**src/logic/lso_pkg.sv**
```systemverilog
// Package with register map, field layout, reset values and timing counts for the load step block
package lso_pkg;

  // Timing
  localparam int CLK_KHZ          = 100_000;
  localparam int PULSE_MS         = 250;
  localparam int PULSE_CYCLES     = CLK_KHZ * PULSE_MS;
  localparam int SEC_MS           = 1000;
  localparam int SEC_CYCLES       = CLK_KHZ * SEC_MS;
  localparam int FLASH_ZERO_MIN   = 2;
  localparam int FLASH_ZERO_SEC   = FLASH_ZERO_MIN * 60;
  localparam int HOUR_SEC         = 3600;

  // Sizes
  localparam int NUM_STEPS        = 5;
  localparam int NUM_FIN          = 5;
  localparam int NUM_DOUT         = 8;
  localparam int SEC_W            = 16;
  localparam int FLASH_W          = 20;
  localparam int PWR_W            = 16;

  // Register byte offsets
  localparam logic [7:0] OFS_CTRL     = 8'h00;
  localparam logic [7:0] OFS_INCFG    = 8'h04;
  localparam logic [7:0] OFS_ADD_LVL  = 8'h08;
  localparam logic [7:0] OFS_SUB_LVL  = 8'h0c;
  localparam logic [7:0] OFS_CON_ST   = 8'h10;
  localparam logic [7:0] OFS_CON_WT   = 8'h14;
  localparam logic [7:0] OFS_SHD_ST   = 8'h18;
  localparam logic [7:0] OFS_SHD_WT   = 8'h1c;
  localparam logic [7:0] OFS_FLASH    = 8'h20;
  localparam logic [7:0] OFS_OUTSEL   = 8'h24;
  localparam logic [7:0] OFS_STATUS   = 8'h28;
  localparam logic [7:0] OFS_ALARM    = 8'h2c;

  // Control bits
  localparam int CTRL_RS_EN       = 0;
  localparam int CTRL_DAS_EN      = 1;
  localparam int CTRL_DSIM        = 2;
  localparam int CTRL_PRI_EN      = 3;
  localparam int CTRL_FS_EN       = 4;

  // Function input indices
  localparam int FIN_RS           = 0;
  localparam int FIN_DAS          = 1;
  localparam int FIN_SIM          = 2;
  localparam int FIN_PRI          = 3;
  localparam int FIN_FS           = 4;

  localparam logic [1:0] ACT_SILENT = 2'h3;

  // Output function codes
  localparam logic [3:0] OUTF_OFF     = 4'h0;
  localparam logic [3:0] OUTF_FLASH   = 4'h1;
  localparam logic [3:0] OUTF_MFAIL   = 4'h2;
  localparam logic [3:0] OUTF_MASTER  = 4'h3;
  localparam logic [3:0] OUTF_FSTART  = 4'h4;

  // Reset values
  localparam logic [31:0] RST_ZERO   = 32'h0000_0000;
  localparam logic [15:0] RST_ADD    = 16'h0064;
  localparam logic [15:0] RST_SUB    = 16'h0320;
  localparam logic [15:0] RST_DELAY  = 16'h000a;

  typedef struct packed {
    logic       nc;
    logic       neg;
    logic [1:0] action;
  } lso_fin_cfg_t;

  typedef struct packed {
    logic       mainsOk;
    logic       mainsLed;
    logic       forceStart;
    logic       master;
  } lso_mains_t;

endpackage : lso_pkg

```
**src/logic/lso_load_step.sv**
```systemverilog
// Load step manager, mains override and flashing relay with a Wishbone register file
//
// The Wishbone register port and the placing of the registers were decided locally.
`timescale 1ns/1ps
module lso_load_step
  import lso_pkg::*;
#(
  parameter int SEC_CNT   = SEC_CYCLES,
  parameter int PULSE_CNT = PULSE_CYCLES
)(
  // Clock and reset
  input  wire logic                clk_sys,
  input  wire logic                sys_rst,
  // Wishbone slave
  input  wire logic                wb_cyc_i,
  input  wire logic                wb_stb_i,
  input  wire logic                wb_we_i,
  input  wire logic [7:0]          wb_adr_i,
  input  wire logic [3:0]          wb_sel_i,
  input  wire logic [31:0]         wb_dat_i,
  output logic      [31:0]         wb_dat_o,
  output logic                     wb_ack_o,
  // Plant inputs
  input  wire logic [PWR_W-1:0]    genPower,
  input  wire logic                mainsMeasOk,
  input  wire logic                genRunning,
  input  wire logic [NUM_FIN-1:0]  funcIn,
  // Plant outputs
  output logic [NUM_STEPS-1:0]     loadAdd,
  output logic [NUM_STEPS-1:0]     loadSub,
  output logic                     mainsOk,
  output logic                     mainsLed,
  output logic                     forceStart,
  output logic                     roleMaster,
  output logic [NUM_DOUT-1:0]      digOut
);

  // Register file
  logic [4:0]                   ctrl_reg, ctrl_next;
  lso_fin_cfg_t [NUM_FIN-1:0]   incfg_reg, incfg_next;
  logic [PWR_W-1:0]             addLvl_reg, addLvl_next;
  logic [PWR_W-1:0]             subLvl_reg, subLvl_next;
  logic [SEC_W-1:0]             conSt_reg, conSt_next;
  logic [SEC_W-1:0]             conWt_reg, conWt_next;
  logic [SEC_W-1:0]             shdSt_reg, shdSt_next;
  logic [SEC_W-1:0]             shdWt_reg, shdWt_next;
  logic [7:0]                   flashOn_reg, flashOn_next;
  logic [7:0]                   flashOff_reg, flashOff_next;
  logic [4*NUM_DOUT-1:0]        outSel_reg, outSel_next;
  logic [NUM_FIN-1:0]           alarm_reg, alarm_next;
  logic [31:0]                  rdat_reg, rdat_next;
  logic                         ack_reg, ack_next;

  // Timers and state
  logic [31:0]                  pre_reg, pre_next;
  logic                         secTick_reg, secTick_next;
  logic [SEC_W-1:0]             addSt_reg, addSt_next;
  logic [SEC_W-1:0]             addWt_reg, addWt_next;
  logic [SEC_W-1:0]             subSt_reg, subSt_next;
  logic [SEC_W-1:0]             subWt_reg, subWt_next;
  logic [2:0]                   steps_reg, steps_next;
  logic [31:0]                  pulse_reg, pulse_next;
  logic [NUM_STEPS-1:0]         add_reg, add_next;
  logic [NUM_STEPS-1:0]         sub_reg, sub_next;
  logic [FLASH_W-1:0]           flashCnt_reg, flashCnt_next;
  logic                         flash_reg, flash_next;
  logic [FLASH_W-1:0]           blkCnt_reg, blkCnt_next;
  logic                         blk_reg, blk_next;
  logic                         simPrev_reg, simPrev_next;
  logic                         failPrev_reg, failPrev_next;
  lso_mains_t                   mains_reg, mains_next;
  logic [NUM_DOUT-1:0]          dout_reg, dout_next;

  logic [NUM_FIN-1:0]           finAct;
  logic                         wbWr;
  logic                         wbRd;
  logic [FLASH_W-1:0]           onSec;
  logic [FLASH_W-1:0]           offSec;

  // Input conditioning
  always_comb
  begin
    for (int i = 0; i < NUM_FIN; i++)
    begin
      finAct[i] = funcIn[i] ^ incfg_reg[i].nc ^ incfg_reg[i].neg;
    end
  end

  // Flash periods in seconds
  always_comb
  begin
    onSec  = (flashOn_reg == 8'h00) ? FLASH_W'(FLASH_ZERO_SEC)
                                     : FLASH_W'(flashOn_reg * HOUR_SEC);
    offSec = (flashOff_reg == 8'h00) ? FLASH_W'(FLASH_ZERO_SEC)
                                      : FLASH_W'(flashOff_reg * HOUR_SEC);
  end

  assign wbWr = wb_cyc_i & wb_stb_i & wb_we_i & ~ack_reg;
  assign wbRd = wb_cyc_i & wb_stb_i & ~wb_we_i & ~ack_reg;

  // Register file next state
  always_comb
  begin
    ctrl_next     = ctrl_reg;
    incfg_next    = incfg_reg;
    addLvl_next   = addLvl_reg;
    subLvl_next   = subLvl_reg;
    conSt_next    = conSt_reg;
    conWt_next    = conWt_reg;
    shdSt_next    = shdSt_reg;
    shdWt_next    = shdWt_reg;
    flashOn_next  = flashOn_reg;
    flashOff_next = flashOff_reg;
    outSel_next   = outSel_reg;
    alarm_next    = alarm_reg;
    rdat_next     = rdat_reg;
    ack_next      = wb_cyc_i & wb_stb_i & ~ack_reg;
    if (wbWr)
    begin
      case (wb_adr_i)
        OFS_CTRL:    if (wb_sel_i[0]) ctrl_next = wb_dat_i[4:0];
        OFS_INCFG:
        begin
          if (wb_sel_i[0]) incfg_next[1:0] = wb_dat_i[7:0];
          if (wb_sel_i[1]) incfg_next[3:2] = wb_dat_i[15:8];
          if (wb_sel_i[2]) incfg_next[4]   = wb_dat_i[19:16];
        end
        OFS_ADD_LVL:
        begin
          if (wb_sel_i[0]) addLvl_next[7:0]  = wb_dat_i[7:0];
          if (wb_sel_i[1]) addLvl_next[15:8] = wb_dat_i[15:8];
        end
        OFS_SUB_LVL:
        begin
          if (wb_sel_i[0]) subLvl_next[7:0]  = wb_dat_i[7:0];
          if (wb_sel_i[1]) subLvl_next[15:8] = wb_dat_i[15:8];
        end
        OFS_CON_ST:
        begin
          if (wb_sel_i[0]) conSt_next[7:0]  = wb_dat_i[7:0];
          if (wb_sel_i[1]) conSt_next[15:8] = wb_dat_i[15:8];
        end
        OFS_CON_WT:
        begin
          if (wb_sel_i[0]) conWt_next[7:0]  = wb_dat_i[7:0];
          if (wb_sel_i[1]) conWt_next[15:8] = wb_dat_i[15:8];
        end
        OFS_SHD_ST:
        begin
          if (wb_sel_i[0]) shdSt_next[7:0]  = wb_dat_i[7:0];
          if (wb_sel_i[1]) shdSt_next[15:8] = wb_dat_i[15:8];
        end
        OFS_SHD_WT:
        begin
          if (wb_sel_i[0]) shdWt_next[7:0]  = wb_dat_i[7:0];
          if (wb_sel_i[1]) shdWt_next[15:8] = wb_dat_i[15:8];
        end
        OFS_FLASH:
        begin
          if (wb_sel_i[0]) flashOn_next  = wb_dat_i[7:0];
          if (wb_sel_i[1]) flashOff_next = wb_dat_i[15:8];
        end
        OFS_OUTSEL:
        begin
          for (int b = 0; b < 4; b++)
          begin
            if (wb_sel_i[b]) outSel_next[8*b +: 8] = wb_dat_i[8*b +: 8];
          end
        end
        default: ;
      endcase
    end
    // Alarm clear by writing one; a new event wins
    if (wbWr && wb_adr_i == OFS_ALARM && wb_sel_i[0])
    begin
      alarm_next = alarm_reg & ~wb_dat_i[NUM_FIN-1:0];
    end
    for (int i = 0; i < NUM_FIN; i++)
    begin
      if (finAct[i] && incfg_reg[i].action != ACT_SILENT) alarm_next[i] = 1'b1;
    end
    if (wbRd)
    begin
      case (wb_adr_i)
        OFS_CTRL:    rdat_next = {27'h0000000, ctrl_reg};
        OFS_INCFG:   rdat_next = {12'h000, incfg_reg};
        OFS_ADD_LVL: rdat_next = {16'h0000, addLvl_reg};
        OFS_SUB_LVL: rdat_next = {16'h0000, subLvl_reg};
        OFS_CON_ST:  rdat_next = {16'h0000, conSt_reg};
        OFS_CON_WT:  rdat_next = {16'h0000, conWt_reg};
        OFS_SHD_ST:  rdat_next = {16'h0000, shdSt_reg};
        OFS_SHD_WT:  rdat_next = {16'h0000, shdWt_reg};
        OFS_FLASH:   rdat_next = {16'h0000, flashOff_reg, flashOn_reg};
        OFS_OUTSEL:  rdat_next = outSel_reg;
        OFS_STATUS:  rdat_next = {18'h00000, blk_reg, flash_reg, mains_reg, finAct, steps_reg};
        OFS_ALARM:   rdat_next = {27'h0000000, alarm_reg};
        default:     rdat_next = RST_ZERO;
      endcase
    end
  end

  // Load step next state
  always_comb
  begin
    pre_next     = pre_reg;
    secTick_next = 1'b0;
    addSt_next   = addSt_reg;
    addWt_next   = addWt_reg;
    subSt_next   = subSt_reg;
    subWt_next   = subWt_reg;
    steps_next   = steps_reg;
    pulse_next   = pulse_reg;
    add_next     = add_reg;
    sub_next     = sub_reg;
    if (pre_reg >= 32'(SEC_CNT - 1))
    begin
      pre_next     = 32'h0000_0000;
      secTick_next = 1'b1;
    end
    else
    begin
      pre_next = pre_reg + 32'h0000_0001;
    end
    // Start timers restart when power recrosses
    if (genPower >= addLvl_reg) addSt_next = '0;
    else if (secTick_reg && addSt_reg != '1) addSt_next = addSt_reg + 1'b1;
    if (genPower <= subLvl_reg) subSt_next = '0;
    else if (secTick_reg && subSt_reg != '1) subSt_next = subSt_reg + 1'b1;
    if (secTick_reg && addWt_reg != '1) addWt_next = addWt_reg + 1'b1;
    if (secTick_reg && subWt_reg != '1) subWt_next = subWt_reg + 1'b1;
    // Pulse timing
    if (add_reg != '0 || sub_reg != '0)
    begin
      if (pulse_reg >= 32'(PULSE_CNT - 1))
      begin
        add_next   = '0;
        sub_next   = '0;
        pulse_next = 32'h0000_0000;
      end
      else
      begin
        pulse_next = pulse_reg + 32'h0000_0001;
      end
    end
    else if (genPower < addLvl_reg && addSt_reg >= conSt_reg && addWt_reg >= conWt_reg
             && steps_reg < 3'(NUM_STEPS))
    begin
      add_next[steps_reg] = 1'b1;
      steps_next          = steps_reg + 3'h1;
      addSt_next          = '0;
      addWt_next          = '0;
    end
    else if (genPower > subLvl_reg && subSt_reg >= shdSt_reg && subWt_reg >= shdWt_reg
             && steps_reg != 3'h0)
    begin
      sub_next[steps_reg - 3'h1] = 1'b1;
      steps_next                 = steps_reg - 3'h1;
      subSt_next                 = '0;
      subWt_next                 = '0;
    end
  end

  // Mains decision, flash relay and outputs next state
  always_comb
  begin
    flashCnt_next = flashCnt_reg;
    flash_next    = flash_reg;
    blkCnt_next   = blkCnt_reg;
    blk_next      = blk_reg;
    simPrev_next  = finAct[FIN_SIM];
    failPrev_next = ~mains_reg.mainsOk;
    mains_next    = mains_reg;
    if (secTick_reg)
    begin
      if (flashCnt_reg + 1'b1 >= (flash_reg ? onSec : offSec))
      begin
        flashCnt_next = '0;
        flash_next    = ~flash_reg;
      end
      else
      begin
        flashCnt_next = flashCnt_reg + 1'b1;
      end
    end
    // Simulation blocked for on-time when applied while running
    if (finAct[FIN_SIM] && !simPrev_reg && genRunning)
    begin
      blk_next    = 1'b1;
      blkCnt_next = '0;
    end
    else if (blk_reg && secTick_reg)
    begin
      if (blkCnt_reg + 1'b1 >= onSec) blk_next = 1'b0;
      blkCnt_next = blkCnt_reg + 1'b1;
    end
    // Mains override priority
    if (ctrl_reg[CTRL_RS_EN])
    begin
      mains_next.mainsOk  = ~finAct[FIN_RS];
      mains_next.mainsLed = ~finAct[FIN_RS];
    end
    else if (ctrl_reg[CTRL_DAS_EN] && finAct[FIN_DAS])
    begin
      mains_next.mainsOk  = 1'b1;
      mains_next.mainsLed = 1'b1;
    end
    else if (ctrl_reg[CTRL_DSIM] && finAct[FIN_SIM] && !blk_next)
    begin
      mains_next.mainsOk  = 1'b1;
      mains_next.mainsLed = 1'b1;
    end
    else
    begin
      mains_next.mainsOk  = mainsMeasOk;
      mains_next.mainsLed = mainsMeasOk;
    end
    mains_next.forceStart = ctrl_reg[CTRL_FS_EN] & finAct[FIN_FS] & ~ctrl_reg[CTRL_RS_EN];
    if (!mains_reg.mainsOk && !failPrev_reg)
    begin
      mains_next.master = ~ctrl_reg[CTRL_PRI_EN] | finAct[FIN_PRI];
    end
    for (int o = 0; o < NUM_DOUT; o++)
    begin
      case (outSel_reg[4*o +: 4])
        OUTF_FLASH:  dout_next[o] = flash_reg;
        OUTF_MFAIL:  dout_next[o] = ~mains_reg.mainsOk;
        OUTF_MASTER: dout_next[o] = mains_reg.master;
        OUTF_FSTART: dout_next[o] = mains_reg.forceStart;
        default:     dout_next[o] = 1'b0;
      endcase
    end
  end

  // State registers
  always_ff @(posedge clk_sys)
  begin
    if (sys_rst)
    begin
      ctrl_reg     <= '0;
      incfg_reg    <= '0;
      addLvl_reg   <= RST_ADD;
      subLvl_reg   <= RST_SUB;
      conSt_reg    <= RST_DELAY;
      conWt_reg    <= RST_DELAY;
      shdSt_reg    <= RST_DELAY;
      shdWt_reg    <= RST_DELAY;
      flashOn_reg  <= '0;
      flashOff_reg <= '0;
      outSel_reg   <= RST_ZERO;
      alarm_reg    <= '0;
      rdat_reg     <= RST_ZERO;
      ack_reg      <= 1'b0;
      pre_reg      <= RST_ZERO;
      secTick_reg  <= 1'b0;
      addSt_reg    <= '0;
      addWt_reg    <= '1;
      subSt_reg    <= '0;
      subWt_reg    <= '1;
      steps_reg    <= '0;
      pulse_reg    <= RST_ZERO;
      add_reg      <= '0;
      sub_reg      <= '0;
      flashCnt_reg <= '0;
      flash_reg    <= 1'b0;
      blkCnt_reg   <= '0;
      blk_reg      <= 1'b0;
      simPrev_reg  <= 1'b0;
      failPrev_reg <= 1'b1;
      mains_reg    <= 4'h0;
      dout_reg     <= '0;
    end
    else
    begin
      ctrl_reg     <= ctrl_next;
      incfg_reg    <= incfg_next;
      addLvl_reg   <= addLvl_next;
      subLvl_reg   <= subLvl_next;
      conSt_reg    <= conSt_next;
      conWt_reg    <= conWt_next;
      shdSt_reg    <= shdSt_next;
      shdWt_reg    <= shdWt_next;
      flashOn_reg  <= flashOn_next;
      flashOff_reg <= flashOff_next;
      outSel_reg   <= outSel_next;
      alarm_reg    <= alarm_next;
      rdat_reg     <= rdat_next;
      ack_reg      <= ack_next;
      pre_reg      <= pre_next;
      secTick_reg  <= secTick_next;
      addSt_reg    <= addSt_next;
      addWt_reg    <= addWt_next;
      subSt_reg    <= subSt_next;
      subWt_reg    <= subWt_next;
      steps_reg    <= steps_next;
      pulse_reg    <= pulse_next;
      add_reg      <= add_next;
      sub_reg      <= sub_next;
      flashCnt_reg <= flashCnt_next;
      flash_reg    <= flash_next;
      blkCnt_reg   <= blkCnt_next;
      blk_reg      <= blk_next;
      simPrev_reg  <= simPrev_next;
      failPrev_reg <= failPrev_next;
      mains_reg    <= mains_next;
      dout_reg     <= dout_next;
    end
  end

  // Outputs
  assign wb_dat_o   = rdat_reg;
  assign wb_ack_o   = ack_reg;
  assign loadAdd    = add_reg;
  assign loadSub    = sub_reg;
  assign mainsOk    = mains_reg.mainsOk;
  assign mainsLed   = mains_reg.mainsLed;
  assign forceStart = mains_reg.forceStart;
  assign roleMaster = mains_reg.master;
  assign digOut     = dout_reg;

endmodule : lso_load_step

```
**config.mk**
```make
export PLATFORM = sky130hd
export DESIGN_NAME = lso_load_step
export DESIGN_NICKNAME = d
export VERILOG_FILES = /design/src/logic/lso_pkg.sv /design/src/logic/lso_load_step.sv
export SDC_FILE = /design/constraint.sdc
export NUM_CORES = 1
export LEC_CHECK = 0
export BUFFER_PORTS_ARGS = -buffer_cell sky130_fd_sc_hd__buf_2
export CORE_MARGIN = 5
export CORE_UTILIZATION = 60
export DETAILED_ROUTE_END_ITERATION = 16
export GPL_ROUTABILITY_DRIVEN = 0
export PLACE_DENSITY = 0.8
export SYNTH_ARGS = -nofsm -noshare
export SYNTH_HDL_FRONTEND = slang
export SYNTH_SLANG_ARGS = --single-unit
```
**constraint.sdc**
```tcl
create_clock -name clk_sys -period 12.35 [get_ports clk_sys]
set_input_delay 2.47 -clock clk_sys [delete_from_list [all_inputs] [get_ports clk_sys]]
set_output_delay 2.47 -clock clk_sys [all_outputs]
set_load 0.05 [all_outputs]
```
==> out/metrics.cfg <==
[clock_tree]
cts_buffers = 43
clock_path_buffers = 3
cts_setup_buffers = 0
cts_root_buf = clkbuf_16
path_clk_slew_ps = 60
htreeDepth = 2
cts_repair_resize_count = 0
cts_hold_buf = 0
cts_tree = built
clk_latency_ps = 590
clock_sinks = 404

[yosys]
synth_top_area_cell = dfxtp_1
netlist_area_sq_mm = 0.0226
synth-seq-cells = 404
synth.top_cells.by_area = dfxtp_1 (36%), ha_1 (12%), nand2_1 (5.6%)
avgSynthCellArea_sq_um = 8.18
synth_edf_count = 0
synthArstFlopShare_pct = 0
yosysWarnings = 0
seq_area_frac_synth_pct = 35.7
syn-instance-count = 2768
ys.flop_type = dfxtp_1
synth_top_area_share_pct = 35.7
synth_cell_types = 69

[critical_path]
crit_end = flashCnt_reg[5]
r2r_setup_slack_ps = 6520
worstPathRequired_ps = 12850
reg2reg_to = flashCnt_reg[5]
worst-path-max-fanout = 11
path_class = reg2reg
worstReg2RegStart = flashOn_reg[2]
startpoint = flashOn_reg[2]
crit_arrival_ps = 6330
cp-start-kind = flip-flop
cp-end-kind = flip-flop
reg2regPathDepth = 24

[floorplanning]
io_pins = 127
fp.dieW_microns = 204
rows = 71
start_util_pct = 60.4
die_y_microns = 204
coreArea_sq_mm = 0.0375
dieArea_sq_mm = 0.0417

[drt]
viasPerCell = 6.23
first_pass_iters = 6
drt_iter0_markers = 2018
ant_nets = 0
drc_errors = 0
totalWireLength_mm = 68.0
vias = 21016
wl_per_cell_microns = 20.1

[pwr]
design_power_total_mw = 3.29
p_per_area_mw_per_mm2 = 131
ir_drop_v = 0.000110
leakagePower_nw = 10.2

[placed_design]
dp_cells = 3292
port_buffers = 126
pre_cts_ws_ps = 6410
dp_hpwl_mm = 48.8

[sta]
fin_skew_ps = 36.2
worst_slack_ps = 6520
slew_headroom_pct = 16.0
period_minus_slack_ps = 5830
final_hold_viol_count = 0
fmax_mhz = 171
finalSetupViolations = 0
grt_setup_unrepaired = false
setup_tns_ps = 0
drv_slew = 0
worst_slew_pin_slew_ps = 1260
period_share_pct = 47.2

[run_status]
status = completed

[run]
drv_cap = 0

[grt]
antenna_found_initial = 8
grt_use_total_pct = 31.5
grt_first_pass_wirelength_mm = 106
grt_overflow = 0
grt_pass1_vias = 20084
grt_max_degree = 83

[layout]
fin_util_pct = 67.2
nets = 3139
final_common_cell = dfxtp_1
layout_common_cells = dfxtp_1 (404), nand2_1 (338), nor2_1 (267)
syn2layout_area_growth_pct = 11.2
final_cells = 3376
drive_gt1_share_pct = 8.92

[min_path]
worstHoldStart = outSel_reg[31]
hold_class = reg2reg

==> cells by family after synthesis <==
group / synth area share, %
AOI/OAI and AO/OA: 15.1
xor gates and xnor gates: 7.24
adders and majority gates: 13.9
buffers and inverters: 4.89
DFF: 35.7
muxes: 1.59
other: 0.0166
and+or+nand+nor: 21.6
==> metal layers <==
layer,GRT usage (%),up-vias,share of wire (%)
met5,0,-,0.059
met4,15.3,6,5.2
met3,7.81,252,11
met2,51.0,1104,45
met1,39.4,9844,38
li1,-,9810,-
==> through the flow <==
step                      area [sq um]  hold WS (ps)
after floorplan                  22700           423
after global placement           23600           441
after detailed placement         23600           444
after CTS                        25200           456
after global routing             25200           475
final                            25200           452
==> worst min path at each step <==
stage               depth (start not counted)         end  slack, ps
floorplan                                   1   digOut[4]        420
global placement                            1  pre_reg[0]        440
detailed placement                          1   digOut[6]        440
CTS                                         1   digOut[5]        460
global route                                1   digOut[7]        470
finish                                      1   digOut[7]        450
==> cell usage after synthesis (4+ instances only) <==
cell type	count
a31oi_1	26
a21o_1	26
a32oi_1	8
a222oi_1	8
fa_1	16
dfxtp_1	404
o21a_1	7
nand3_1	238
nor2b_1	11
a21oi_1	246
xnor2_1	81
nor4b_1	4
nand2_1	338
nor4_1	10
or4_1	7
nand3b_1	6
nor2_4	10
and4_1	7
o211ai_1	8
nor2_1	275
mux2i_1	36
xor2_1	106
ha_1	225
and2_1	11
inv_1	150
a22o_1	18
a211oi_1	7
o21ai_0	80
nor3_1	37
or3_1	9
a22oi_1	36
clkbuf_1	125
a41oi_1	10
nand4_1	51
and3_1	28
a2111oi_0	5
a221oi_1	30
buf_1	10
nand2b_1	12
o22ai_1	5
==> power breakdown <==
| group | total (mW) | switching (mW) | internal [mW] |
|---|---|---|---|
| clock | 1.43 | 0.552 | 0.880 |
| sequential | 1.43 | 0.0698 | 1.36 |
| combinational | 0.434 | 0.266 | 0.168 |
| total | 3.29 | 0.888 | 2.40 |
==> final cells by class <==
type | count | area, sq um
tap | 511 | 639
multi-input combinational | 2079 | 13500
clock buffer | 58 | 1250
inverter | 150 | 563
clock inverter | 20 | 328
sequential | 404 | 8090
fill | 3085 | 12300
timing repair buffer | 148 | 802
antenna | 6 | 15.0
==> critical path: stages, from the launching register on <==
cell and delay, ps:
dfxtp_1 460, inv_1 160, fa_1 520, inv_1 50
ha_1 280, ha_1 290, ha_1 310, ha_1 300
a21o_1 180, a21oi_1 230, nor2b_1 70, o21a_1 180
or4_1 410, o311a_1 150, xor2_1 200, a22oi_1 130
ha_1 360, a21o_1 170, a21oi_1 140, o21a_1 150
o21ai_0 80, buf_4 190, nor2_1 450, a22oi_1 200
nor2_1 120
(Power assumes the default switching activity.)
